<file path="config.mk">
export PLATFORM = sky130hd
export DESIGN_NAME = encoder_process_data_preset
export DESIGN_NICKNAME = d
export VERILOG_FILES = /design/src/hdl/encoder_pkg.sv /design/src/hdl/encoder_process_data_preset.sv /design/src/hdl/word_fifo.sv
export SDC_FILE = /design/constraint.sdc
export NUM_CORES = 1
export LEC_CHECK = 0
export BUFFER_PORTS_ARGS = -buffer_cell sky130_fd_sc_hd__buf_4
export CAP_MARGIN = 20
export CELL_PAD_IN_SITES_DETAIL_PLACEMENT = 1
export CELL_PAD_IN_SITES_GLOBAL_PLACEMENT = 1
export CORE_MARGIN = 2
export CORE_UTILIZATION = 49
export CTS_CLUSTER_SIZE = 12
export DETAILED_ROUTE_END_ITERATION = 16
export GPL_TIMING_DRIVEN = 0
export PLACE_DENSITY = 0.78
export SLEW_MARGIN = 20
export SYNTH_ARGS = -nofsm -noshare
export SYNTH_HDL_FRONTEND = slang
export SYNTH_SLANG_ARGS = --single-unit
</file>
<file path="constraint.sdc">
create_clock -name i_clk_sys -period 7.65 [get_ports i_clk_sys]
set_input_delay 2.295 -clock i_clk_sys [delete_from_list [all_inputs] [get_ports i_clk_sys]]
set_output_delay 2.295 -clock i_clk_sys [all_outputs]
set_load 0.02 [all_outputs]
</file>
<file path="src/hdl/encoder_pkg.sv">
// Constants and types for the encoder process-data and preset block
package encoder_pkg;
	localparam int           WORD_W           = 16;
	localparam int           POS_W            = 28;
	localparam int           REV_W            = 15;
	localparam int           STEP_W           = 13;
	localparam int           WIDE_W           = 32;
	localparam int           CLK_HZ           = 40000000;
	localparam int           STD_BASE_MS      = 5;
	localparam int           STD_BASE_CYC     = (CLK_HZ / 1000) * STD_BASE_MS;
	localparam int           SAFE_BASE_MS     = 50;
	localparam int           SAFE_BASE_CYC    = (CLK_HZ / 1000) * SAFE_BASE_MS;
	localparam int           FIFO_DEPTH       = 4;
	localparam logic [7:0]   STD_MULT_RST     = 8'h14;
	localparam logic [7:0]   STD_MULT_MIN     = 8'h01;
	localparam logic [7:0]   STD_MULT_MAX     = 8'h64;
	localparam logic [3:0]   SAFE_MULT_RST    = 4'h2;
	localparam logic [3:0]   SAFE_MULT_MIN    = 4'h1;
	localparam logic [3:0]   SAFE_MULT_MAX    = 4'ha;
	localparam logic [2:0]   IDLE_TOL_RST     = 3'h1;
	localparam logic [2:0]   IDLE_TOL_MIN     = 3'h1;
	localparam logic [2:0]   IDLE_TOL_MAX     = 3'h5;
	localparam logic [13:0]  WD_MS_RST        = 14'h007d;
	localparam logic [13:0]  WD_MS_MIN        = 14'h000a;
	localparam logic [13:0]  WD_MS_MAX        = 14'h2710;
	localparam logic [15:0]  ADDR_RST         = 16'h0001;
	localparam logic [15:0]  ADDR_MIN         = 16'h0001;
	localparam logic [15:0]  ADDR_MAX         = 16'hfffe;
	localparam logic [27:0]  POS_MAX          = 28'hfffffff;
	localparam int           OVF_BIT          = 0;
	localparam int           ACK_BIT          = 0;
	localparam int           ERR_BIT          = 15;
	localparam int           REQ_BIT          = 0;
	localparam logic [15:0]  SPEED_POS_LIM    = 16'h7fff;
	localparam logic [15:0]  SPEED_NEG_LIM    = 16'h8000;
	typedef enum logic [1:0] {
		PS_IDLE,
		PS_READY,
		PS_CHECK,
		PS_DONE
	} preset_state_type;
endpackage : encoder_pkg

</file>
<file path="src/hdl/encoder_process_data_preset.sv">
// Encoder cyclic input words and preset handshake
// Contract
// RULE1: Four input words per cycle: flags, speed, revolutions, angle steps.
// RULE2: Flag bit 0 set while speed outside signed 16-bit; others zero.
// RULE3: Speed word is signed two's complement.
// RULE4: Forward: clockwise gives positive speed; backward gives negative.
// RULE5: Speed saturates at limits; normal output and flag clear on return.
// RULE6: Speed counts position increments per standard integration interval.
// RULE7: Revolution word holds whole revolutions in 15 bits.
// RULE8: Angle word holds steps in one turn, 8192 steps, 13 bits.
// RULE9: Position equals 8192 times revolutions plus angle steps.
// RULE10: Preset replaces output position with any value in range.
// RULE11: Host starts preset only during active cyclic exchange.
// RULE12: Host first writes preset revolution and angle words.
// RULE13: Unlock bit rising edge puts device in preset-ready state.
// RULE14: Request bit rising edge takes preset and sets acknowledge bit.
// RULE15: Check preconditions; load position, else reject and set error bit 15.
// RULE16: On completion set the parameter-done status bit.
// RULE17: Unlock falling edge clears parameter-done and acknowledge bits.
// RULE18: Host clears the request bit itself; device never clears it.
// RULE19: Host verifies reported position equals commanded preset.
// RULE20: Watchdog time defaults 125 ms, range 10 to 10000 ms.
// RULE21: Source and destination addresses default 1, range 1 to 65534.
// RULE22: Host preset value lies within 0 to 268435455.
// RULE23: Preset needs speed within idleness tolerance of 1 to 5 per interval.
// RULE24: Standard interval is multiplier times 5 ms base.
// RULE25: Edges found by comparing each new cyclic value with the previous.
// RULE26: Ack, error, done bits hold until unlock falls or new attempt; code clears the error bit only on a new attempt.
`timescale 1ns/1ps
`default_nettype none
module encoder_process_data_preset
	import encoder_pkg::*;
(
	input  wire logic               i_clk_sys,
	input  wire logic               i_resetn,
	input  wire logic               i_step_pulse,
	input  wire logic               i_step_cw,
	input  wire logic               i_cycle_strobe,
	input  wire logic               i_param_unlock_ctrl,
	input  wire logic [WORD_W-1:0]  i_host_control_word,
	input  wire logic [WORD_W-1:0]  i_preset_rev,
	input  wire logic [WORD_W-1:0]  i_preset_steps,
	input  wire logic               i_cfg_write,
	input  wire logic               i_cfg_dir_forward,
	input  wire logic [7:0]         i_cfg_std_mult,
	input  wire logic [3:0]         i_cfg_safe_mult,
	input  wire logic [2:0]         i_cfg_idle_tol,
	input  wire logic [13:0]        i_cfg_wd_ms,
	input  wire logic [15:0]        i_cfg_src_addr,
	input  wire logic [15:0]        i_cfg_dst_addr,
	input  wire logic               i_out_ready,
	output logic                    o_out_valid,
	output logic [WORD_W-1:0]       o_flag_word,
	output logic [WORD_W-1:0]       o_speed_word,
	output logic [WORD_W-1:0]       o_revolution_count,
	output logic [WORD_W-1:0]       o_angle_steps,
	output logic [WORD_W-1:0]       o_device_status_word,
	output logic                    o_param_done_status,
	output logic                    o_sample_dropped,
	output logic [13:0]             o_safety_watchdog_time,
	output logic [15:0]             o_src_addr,
	output logic [15:0]             o_dst_addr
);
	localparam int FW = 4 * WORD_W;

	function automatic logic [WIDE_W-1:0] mul_ms(input logic [7:0] m,
			input int base);
		mul_ms = WIDE_W'(m) * WIDE_W'(base);
	endfunction : mul_ms

	function automatic logic [WIDE_W-1:0] mag(input logic [WIDE_W-1:0] v);
		mag = v[WIDE_W-1] ? (~v + 1'b1) : v;
	endfunction : mag

	// Configuration registers
	logic                   dir_fwd_q;
	logic [7:0]             std_mult_q;
	logic [3:0]             safe_mult_q;
	logic [2:0]             idle_tol_q;
	logic [13:0]            wd_ms_q;
	logic [15:0]            src_q;
	logic [15:0]            dst_q;
	always_ff @(posedge i_clk_sys or negedge i_resetn) begin
		if (!i_resetn) begin
			dir_fwd_q   <= 1'b1;
			std_mult_q  <= STD_MULT_RST;
			safe_mult_q <= SAFE_MULT_RST;
			idle_tol_q  <= IDLE_TOL_RST;
			wd_ms_q     <= WD_MS_RST;
			src_q       <= ADDR_RST;
			dst_q       <= ADDR_RST;
		end else if (i_cfg_write) begin
			dir_fwd_q <= i_cfg_dir_forward;
			if (i_cfg_std_mult >= STD_MULT_MIN && i_cfg_std_mult <= STD_MULT_MAX) begin
				std_mult_q <= i_cfg_std_mult;
			end
			if (i_cfg_safe_mult >= SAFE_MULT_MIN
					&& i_cfg_safe_mult <= SAFE_MULT_MAX) begin
				safe_mult_q <= i_cfg_safe_mult;
			end
			if (i_cfg_idle_tol >= IDLE_TOL_MIN && i_cfg_idle_tol <= IDLE_TOL_MAX) begin
				idle_tol_q <= i_cfg_idle_tol;
			end
			if (i_cfg_wd_ms >= WD_MS_MIN && i_cfg_wd_ms <= WD_MS_MAX) begin
				wd_ms_q <= i_cfg_wd_ms; // [RULE20]
			end
			if (i_cfg_src_addr >= ADDR_MIN && i_cfg_src_addr <= ADDR_MAX) begin
				src_q <= i_cfg_src_addr; // [RULE21]
			end
			if (i_cfg_dst_addr >= ADDR_MIN && i_cfg_dst_addr <= ADDR_MAX) begin
				dst_q <= i_cfg_dst_addr; // [RULE21]
			end
		end
	end

	// Position counter
	logic [POS_W-1:0]       pos_q;
	logic                   load_pos;
	logic [POS_W-1:0]       load_val;
	logic                   step_up;
	assign step_up = (i_step_cw == dir_fwd_q); // [RULE4]
	always_ff @(posedge i_clk_sys or negedge i_resetn) begin
		if (!i_resetn) begin
			pos_q <= '0;
		end else if (load_pos) begin
			pos_q <= load_val; // [RULE10]
		end else if (i_step_pulse) begin
			pos_q <= step_up ? pos_q + 1'b1 : pos_q - 1'b1;
		end
	end

	// Standard interval speed measurement
	logic [WIDE_W-1:0]      std_tmr_q;
	logic [WIDE_W-1:0]      std_acc_q;
	logic [WIDE_W-1:0]      std_speed_q;
	logic signed [WIDE_W-1:0] step_delta;
	assign step_delta = !i_step_pulse ? '0 : (step_up ? 32'sd1 : -32'sd1);
	always_ff @(posedge i_clk_sys or negedge i_resetn) begin
		if (!i_resetn) begin
			std_tmr_q   <= '0;
			std_acc_q   <= '0;
			std_speed_q <= '0;
		end else if (std_tmr_q >= mul_ms(std_mult_q, STD_BASE_CYC) - 1) begin
			std_tmr_q   <= '0; // [RULE24]
			std_speed_q <= std_acc_q + step_delta; // [RULE6]
			std_acc_q   <= '0;
		end else begin
			std_tmr_q <= std_tmr_q + 1'b1;
			std_acc_q <= std_acc_q + step_delta;
		end
	end

	// Safety interval speed for the idleness check
	logic [WIDE_W-1:0]      safe_tmr_q;
	logic [WIDE_W-1:0]      safe_acc_q;
	logic [WIDE_W-1:0]      safe_speed_q;
	always_ff @(posedge i_clk_sys or negedge i_resetn) begin
		if (!i_resetn) begin
			safe_tmr_q   <= '0;
			safe_acc_q   <= '0;
			safe_speed_q <= '0;
		end else if (safe_tmr_q
				>= mul_ms({4'h0, safe_mult_q}, SAFE_BASE_CYC) - 1) begin
			safe_tmr_q   <= '0;
			safe_speed_q <= safe_acc_q + step_delta;
			safe_acc_q   <= '0;
		end else begin
			safe_tmr_q <= safe_tmr_q + 1'b1;
			safe_acc_q <= safe_acc_q + step_delta;
		end
	end

	// Saturation of the speed word
	logic                   ovf_pos;
	logic                   ovf_neg;
	logic [WORD_W-1:0]      speed_sat;
	assign ovf_pos = !std_speed_q[WIDE_W-1]
		&& (std_speed_q > {16'h0000, SPEED_POS_LIM});
	assign ovf_neg = std_speed_q[WIDE_W-1]
		&& (std_speed_q < {16'hffff, SPEED_NEG_LIM});
	always_comb begin
		if (ovf_pos) begin
			speed_sat = SPEED_POS_LIM; // [RULE5]
		end else if (ovf_neg) begin
			speed_sat = SPEED_NEG_LIM; // [RULE5]
		end else begin
			speed_sat = std_speed_q[WORD_W-1:0]; // [RULE3]
		end
	end

	// Cyclic frame into the FIFO
	logic [FW-1:0]          frame;
	logic [WORD_W-1:0]      flags;
	logic                   in_ready;
	logic                   fifo_valid;
	logic [FW-1:0]          fifo_data;
	always_comb begin
		flags = '0;
		flags[OVF_BIT] = ovf_pos || ovf_neg; // [RULE2]
	end
	assign frame = {flags, speed_sat, // [RULE1]
		{1'b0, pos_q[POS_W-1:STEP_W]}, // [RULE7] [RULE9]
		{3'b000, pos_q[STEP_W-1:0]}}; // [RULE8]
	word_fifo #(
		.WIDTH (FW),
		.DEPTH (FIFO_DEPTH)
	) u_fifo (
		.i_clk_sys   (i_clk_sys),
		.i_resetn    (i_resetn),
		.i_in_data   (frame),
		.i_in_valid  (i_cycle_strobe),
		.o_in_ready  (in_ready),
		.o_out_data  (fifo_data),
		.o_out_valid (fifo_valid),
		.i_out_ready (i_out_ready)
	);
	logic out_take;
	assign out_take = fifo_valid && i_out_ready;
	always_ff @(posedge i_clk_sys or negedge i_resetn) begin
		if (!i_resetn) begin
			o_out_valid        <= 1'b0;
			o_flag_word        <= '0;
			o_speed_word       <= '0;
			o_revolution_count <= '0;
			o_angle_steps      <= '0;
			o_sample_dropped   <= 1'b0;
		end else begin
			o_out_valid      <= out_take;
			o_sample_dropped <= i_cycle_strobe && !in_ready;
			if (out_take) begin
				{o_flag_word, o_speed_word, o_revolution_count, o_angle_steps}
					<= fifo_data;
			end
		end
	end

	// Preset handshake
	preset_state_type       st_q;
	logic                   unlock_prev_q;
	logic                   req_prev_q;
	logic                   ack_q;
	logic                   err_q;
	logic                   done_q;
	logic [POS_W-1:0]       preset_q;
	logic                   unlock_rise;
	logic                   unlock_fall;
	logic                   req_rise;
	logic [WIDE_W-1:0]      preset_sum;
	logic                   preset_ok;
	logic                   range_ok;
	logic                   range_ok_q;
	always_ff @(posedge i_clk_sys or negedge i_resetn) begin
		if (!i_resetn) begin
			unlock_prev_q <= 1'b0;
			req_prev_q    <= 1'b0;
		end else if (i_cycle_strobe) begin
			unlock_prev_q <= i_param_unlock_ctrl; // [RULE25]
			req_prev_q    <= i_host_control_word[REQ_BIT]; // [RULE25]
		end
	end
	assign unlock_rise = i_cycle_strobe && i_param_unlock_ctrl && !unlock_prev_q;
	assign unlock_fall = i_cycle_strobe && !i_param_unlock_ctrl && unlock_prev_q;
	assign req_rise    = i_cycle_strobe && i_host_control_word[REQ_BIT]
		&& !req_prev_q;
	// Range is judged on the words taken with the request, not live inputs
	assign preset_sum  = (WIDE_W'(i_preset_rev) << STEP_W)
		+ WIDE_W'(i_preset_steps); // [RULE9]
	assign range_ok    = !i_preset_rev[WORD_W-1] && !i_preset_steps[WORD_W-1]
		&& (preset_sum <= WIDE_W'(POS_MAX));
	assign preset_ok   = (mag(safe_speed_q) <= WIDE_W'(idle_tol_q)) // [RULE23]
		&& range_ok_q;
	assign load_pos    = (st_q == PS_CHECK) && preset_ok;
	assign load_val    = preset_q;
	always_ff @(posedge i_clk_sys or negedge i_resetn) begin
		if (!i_resetn) begin
			st_q     <= PS_IDLE;
			ack_q    <= 1'b0;
			err_q    <= 1'b0;
			done_q   <= 1'b0;
			preset_q <= '0;
			range_ok_q <= 1'b0;
		end else begin
			case (st_q)
				PS_IDLE: begin
					if (unlock_rise) begin
						st_q <= PS_READY; // [RULE13]
					end
				end
				PS_READY: begin
					if (unlock_fall) begin
						st_q <= PS_IDLE;
					end else if (req_rise) begin
						preset_q <= preset_sum[POS_W-1:0]; // [RULE14]
						range_ok_q <= range_ok; // [RULE15]
						ack_q    <= 1'b1; // [RULE14]
						err_q    <= 1'b0; // [RULE26]
						done_q   <= 1'b0; // [RULE26]
						st_q     <= PS_CHECK;
					end
				end
				PS_CHECK: begin
					err_q  <= !preset_ok; // [RULE15]
					// An unlock fall on this strobe must not be lost
					if (unlock_fall) begin
						ack_q  <= 1'b0; // [RULE17]
						done_q <= 1'b0; // [RULE17]
						st_q   <= PS_IDLE;
					end else begin
						done_q <= 1'b1; // [RULE16]
						st_q   <= PS_DONE;
					end
				end
				PS_DONE: begin
					if (unlock_fall) begin
						ack_q  <= 1'b0; // [RULE17]
						done_q <= 1'b0; // [RULE17]
						st_q   <= PS_IDLE;
					end else if (req_rise) begin
						preset_q <= preset_sum[POS_W-1:0];
						range_ok_q <= range_ok; // [RULE15]
						ack_q    <= 1'b1;
						err_q    <= 1'b0; // [RULE26]
						done_q   <= 1'b0; // [RULE26]
						st_q     <= PS_CHECK;
					end
				end
				default: begin
					st_q <= PS_IDLE;
				end
			endcase
		end
	end
	always_ff @(posedge i_clk_sys or negedge i_resetn) begin
		if (!i_resetn) begin
			o_device_status_word   <= '0;
			o_param_done_status    <= 1'b0;
			o_safety_watchdog_time <= WD_MS_RST;
			o_src_addr             <= ADDR_RST;
			o_dst_addr             <= ADDR_RST;
		end else begin
			o_device_status_word          <= '0;
			o_device_status_word[ACK_BIT] <= ack_q;
			o_device_status_word[ERR_BIT] <= err_q;
			o_param_done_status           <= done_q;
			o_safety_watchdog_time        <= wd_ms_q;
			o_src_addr                    <= src_q;
			o_dst_addr                    <= dst_q;
		end
	end
endmodule : encoder_process_data_preset
`default_nettype wire

</file>
<file path="src/hdl/word_fifo.sv">
// Small FIFO with valid/ready on both sides
`timescale 1ns/1ps
`default_nettype none
module word_fifo #(
	parameter int WIDTH = 64,
	parameter int DEPTH = 4
) (
	input  wire logic             i_clk_sys,
	input  wire logic             i_resetn,
	input  wire logic [WIDTH-1:0] i_in_data,
	input  wire logic             i_in_valid,
	output logic                  o_in_ready,
	output logic [WIDTH-1:0]      o_out_data,
	output logic                  o_out_valid,
	input  wire logic             i_out_ready
);
	localparam int AW = $clog2(DEPTH);
	logic [WIDTH-1:0] mem_q [DEPTH];
	logic [AW-1:0]    wr_q;
	logic [AW-1:0]    rd_q;
	logic [AW:0]      cnt_q;
	logic             push;
	logic             pop;
	assign o_in_ready  = (cnt_q != (AW+1)'(DEPTH));
	assign o_out_valid = (cnt_q != '0);
	assign push        = i_in_valid && o_in_ready;
	assign pop         = o_out_valid && i_out_ready;
	assign o_out_data  = mem_q[rd_q];
	always_ff @(posedge i_clk_sys) begin
		if (push) begin
			mem_q[wr_q] <= i_in_data;
		end
	end
	always_ff @(posedge i_clk_sys or negedge i_resetn) begin
		if (!i_resetn) begin
			wr_q  <= '0;
			rd_q  <= '0;
			cnt_q <= '0;
		end else begin
			if (push) begin
				wr_q <= (wr_q == AW'(DEPTH-1)) ? '0 : wr_q + 1'b1;
			end
			if (pop) begin
				rd_q <= (rd_q == AW'(DEPTH-1)) ? '0 : rd_q + 1'b1;
			end
			cnt_q <= cnt_q + (AW+1)'(push) - (AW+1)'(pop);
		end
	end
endmodule : word_fifo
`default_nettype wire

</file>
==> metrics.md <==
| Metric | Value |
|---|---|
| Fraction of layout cells with a size suffix above 1 | `0.190` |
| Setup Crit Path Kind | `flip-flop to flip-flop` |
| Initial core utilization | `0.495` |
| First-pass GRT wire length | `around 140000 µm` |
| Post-synth top area share | `0.314` |
| EDFF count, synth | `180` |
| Port Buffers | `just under 200` |
| Fill cells | `around 6.6k` |
| Post-synthesis area per instance | `11.7 µm²` |
| DRT iter0 DRCs | `1163` |
| Hold Crit Class | `flip-flop to flip-flop` |
| Clock power share | `0.244` |
| Horiz. Die Dim | `between 200 and 300 µm` |
| Final nets | `3399` |
| Pins over their slew limit | `0` |
| Net Sw Power | `0.00518 W` |
| DP Wirelength | `60400 µm` |
| Slew of the pin with the lowest slew margin | `0.969 ns` |
| Pre-CTS setup slack | `-1.08 ns` |
| Worst stage delay on the critical path | `about 0.59 ns` |
| Fin area | `around 0.037 mm²` |
| Ys Warns | `0` |
| Worst path slowest cell | `dfstp_2` |
| #FFs+latches synth | `about 600` |
| Gpl congestion | `0.870` |
| Fmax | `about 140 MHz` |
| Cell Area, Placed | `~0.035 mm²` |
| Mapped cell area | `approximately 0.032 mm²` |
| Die Y | `approximately 260 µm` |
| Vias/cell | `around 5.7` |
| Core area | `roughly 0.064 mm²` |
| Fin crit period | `7.36 ns` |
| Overall routing resource usage | `0.256` |
| Critical Path End Type | `flip-flop` |
| Internal power | `roughly 0.0085 W` |
| Initial antenna violation count | `5` |
| CTS Root Buffer Type | `clkbuf_16` |
| WP data required | `between 8 and 9 ns` |
| Commonest non-fill, non-tap cell in the layout | `dfrtp_1` |
| # IOs | `~250` |
| Total clock buffers created by CTS | `69` |
| WL final | `around 85000 µm` |
| Commonest cells after routing, fill and taps aside | `dfrtp_1 (400), nor2_1 (245), buf_4 (235), ha_1 (227), edfxtp_1 (180)` |
| CP arrival | `7.86 ns` |
| Cells after synthesis | `between 2k and 3k` |
| Combinational power share | `0.415` |
| Hold Fails Final Rpt | `0` |
| Clk sinks | `601` |
| Finish-stage setup viols | `0` |
| Reg2Reg Depth | `26` |
| Ranking of synthesized cells by area | `dfrtp_1 (31%), edfxtp_1 (17%), ha_1 (9.0%), mux2_2 (3.9%), xnor2_1 (3.2%)` |
| Maximum VDD drop | `about 160 µV` |
| Synth async-reset ratio | `0.700` |
| Synth area leader | `dfrtp_1` |
| Hold Crit Depth | `0` |
| Family with the most delay on the worst path | `simple AND/OR/NAND/NOR gates` |
| Sequential element share of the synthesized area | `0.501` |
| PwrDens | `368 mW/mm²` |
| Routed Antenna Nets | `0` |
| Most frequent CP cell | `ha_1` |
| Max Cap Viol | `0` |
| Synth unique cells | `94` |
| Worst Skew | `roughly 0.04 ns` |
| CTS tree | `yes` |
| Relative slew slack | `0.354` |
| Tcrit/Tclk final | `0.962` |
| Clock slew at reported path FFs | `~0.06 ns` |
| Sw Share | `0.380` |
| Row cnt | `a little over 90` |
| Outcome | `finished clean` |
| Post-DR wirelength/cell | `~22 µm` |
| Clock latency on the worst-skew pair | `around 0.64 ns` |
| Largest net degree at the start of global routing | `a little over 100` |
| Pre-antenna DRT Iters | `5` |
| DR vias | `about 22k` |
| Worst path bufs/invs | `5` |
| Static Leak | `about 16 nW` |
| H-tree levels | `3` |
| Layout area overhead | `16.5%` |
| Sequential Power Share | `0.341` |
| Global route total overflow | `0` |
| CP Depth | `26` |
| Critical Path Start Type | `flip-flop` |
| DIE AREA | `between 0.06 and 0.07 mm²` |
| Primary FF master, synth | `dfrtp_1` |
| Max clock buf depth | `3` |
| Vias in the first global route | `about 25k` |
| Fin worst setup slack | `0.293 ns` |
| Detailed-route DRC error count | `0` |
| Worst Path Max Fanout | `10` |
==> logic make-up after synthesis <==
logic type                 synth area share
AOI/OAI and AO/OA                    0.0988
xor gates and xnor gates             0.0586
adders and majority gates             0.103
buffers and inverters                0.0323
DFF                                   0.501
muxes                                0.0953
other                              0.000118
and+or+nand+nor                       0.110
==> synthesized netlist by cell type (all sizes together) (21+ instances only) <==
cell    count
o21a       30
mux4       45
a21oi     147
and3       41
dfstp      21
fa         22
ha        228
mux2      110
nand2     132
o21bai     23
edfxtp    180
mux2i      78
dfrtp     400
a31oi      21
nor2      247
a21o       58
nand2b     21
nand3      66
buf        45
clkbuf     52
xnor2     118
nand4      39
inv       136
nor4       29
xor2       95
nor3       48
o21ai     104
==> stage by stage <==
stage / util / total power [W] / instances / setup TNS (ns) / hold slack, ns
2_1_floorplan: - / 0.00852 / 2754 / 0 / 0.349
3_3_place_gp: 0.536 / 0.00978 / 3804 / -136.96 / 0.352
3_5_place_dp: 0.539 / 0.0102 / 3809 / -69.40 / 0.356
4_1_cts: 0.575 / 0.0137 / 3937 / 0 / 0.365
5_1_grt: 0.577 / 0.0145 / 3943 / -1.22 / 0.368
6_report: 0.577 / 0.0136 / 3944 / 0 / 0.360
==> repair_timing <==
item                                    4_1_cts  5_1_grt
hold endpoints to repair                      0        0
setup buffers                                 1        6
endpoints found under the setup margin       94       96
hold buffers                                  0        0
pin swaps                                     0        3
gates resized for setup                      15       21
==> flip-flops by register name, indices dropped and copies added, names as in the netlist, 28 cells and up <==
name / count
load_val: 28
std_acc_q: 32
std_speed_q: 32
u_fifo.mem_q: 180
pos_q: 28
safe_speed_q: 32
safe_tmr_q: 32
safe_acc_q: 32
std_tmr_q: 32
==> path summary, 6_finish.rpt <==
check / from / endpoint / slack [ns]
max: std_mult_q[2] / std_acc_q[0] / 0.29
min: wd_ms_q[11] / o_safety_watchdog_time[11] / 0.36
max reg2reg: std_mult_q[2] / std_acc_q[0] / 0.29
min reg2reg: wd_ms_q[11] / o_safety_watchdog_time[11] / 0.36
max in group asynchronous: i_resetn / std_mult_q[4] / 4.65
min in group asynchronous: i_resetn / src_q[2] / 1.62
==> worst register-to-register path, delay by kind of cell (launching register included) <==
kind	cells	cell delay (ns)
AO/OA/AOI/OAI	5	1.15
buffers and inverters	5	0.82
adder cells (fa/ha/maj)	6	2.28
AND/OR/NAND/NOR	10	2.42
flip-flops	1	0.59
==> metal layers <==
layer,GRT usage,share of wire
met5,0,0.00058
met4,0.0636,0.019
met3,0.0356,0.038
met2,0.461,0.52
met1,0.326,0.43
==> power by group through the flow <==
stage | clock [W] | sequential [W] | combinational (W)
5_1_grt | 0.00351 | 0.00472 | 0.00629
3_3_place_gp | 0 | 0.00462 | 0.00516
2_1_floorplan | 0 | 0.00464 | 0.00388
6_report | 0.00332 | 0.00466 | 0.00567
3_5_place_dp | 0 | 0.00468 | 0.00550
4_1_cts | 0.00340 | 0.00465 | 0.00562
==> final cells by class <==
| class | count | area (µm²) | area share |
|---|---|---|---|
| Antenna cell | 1 | 2.50 | 0.0000674 |
| Buffer | 96 | 552 | 0.0149 |
| Clock buffer | 99 | 1920 | 0.0517 |
| Clock inverter | 29 | 373 | 0.0100 |
| Inverter | 137 | 517 | 0.0139 |
| Multi-Input combinational cell | 1919 | 15000 | 0.405 |
| Sequential cell | 601 | 16000 | 0.430 |
| Tap cell | 855 | 1070 | 0.0288 |
| Timing Repair Buffer | 207 | 1660 | 0.0448 |
No activity file was read; power rests on OpenSTA's default activity.
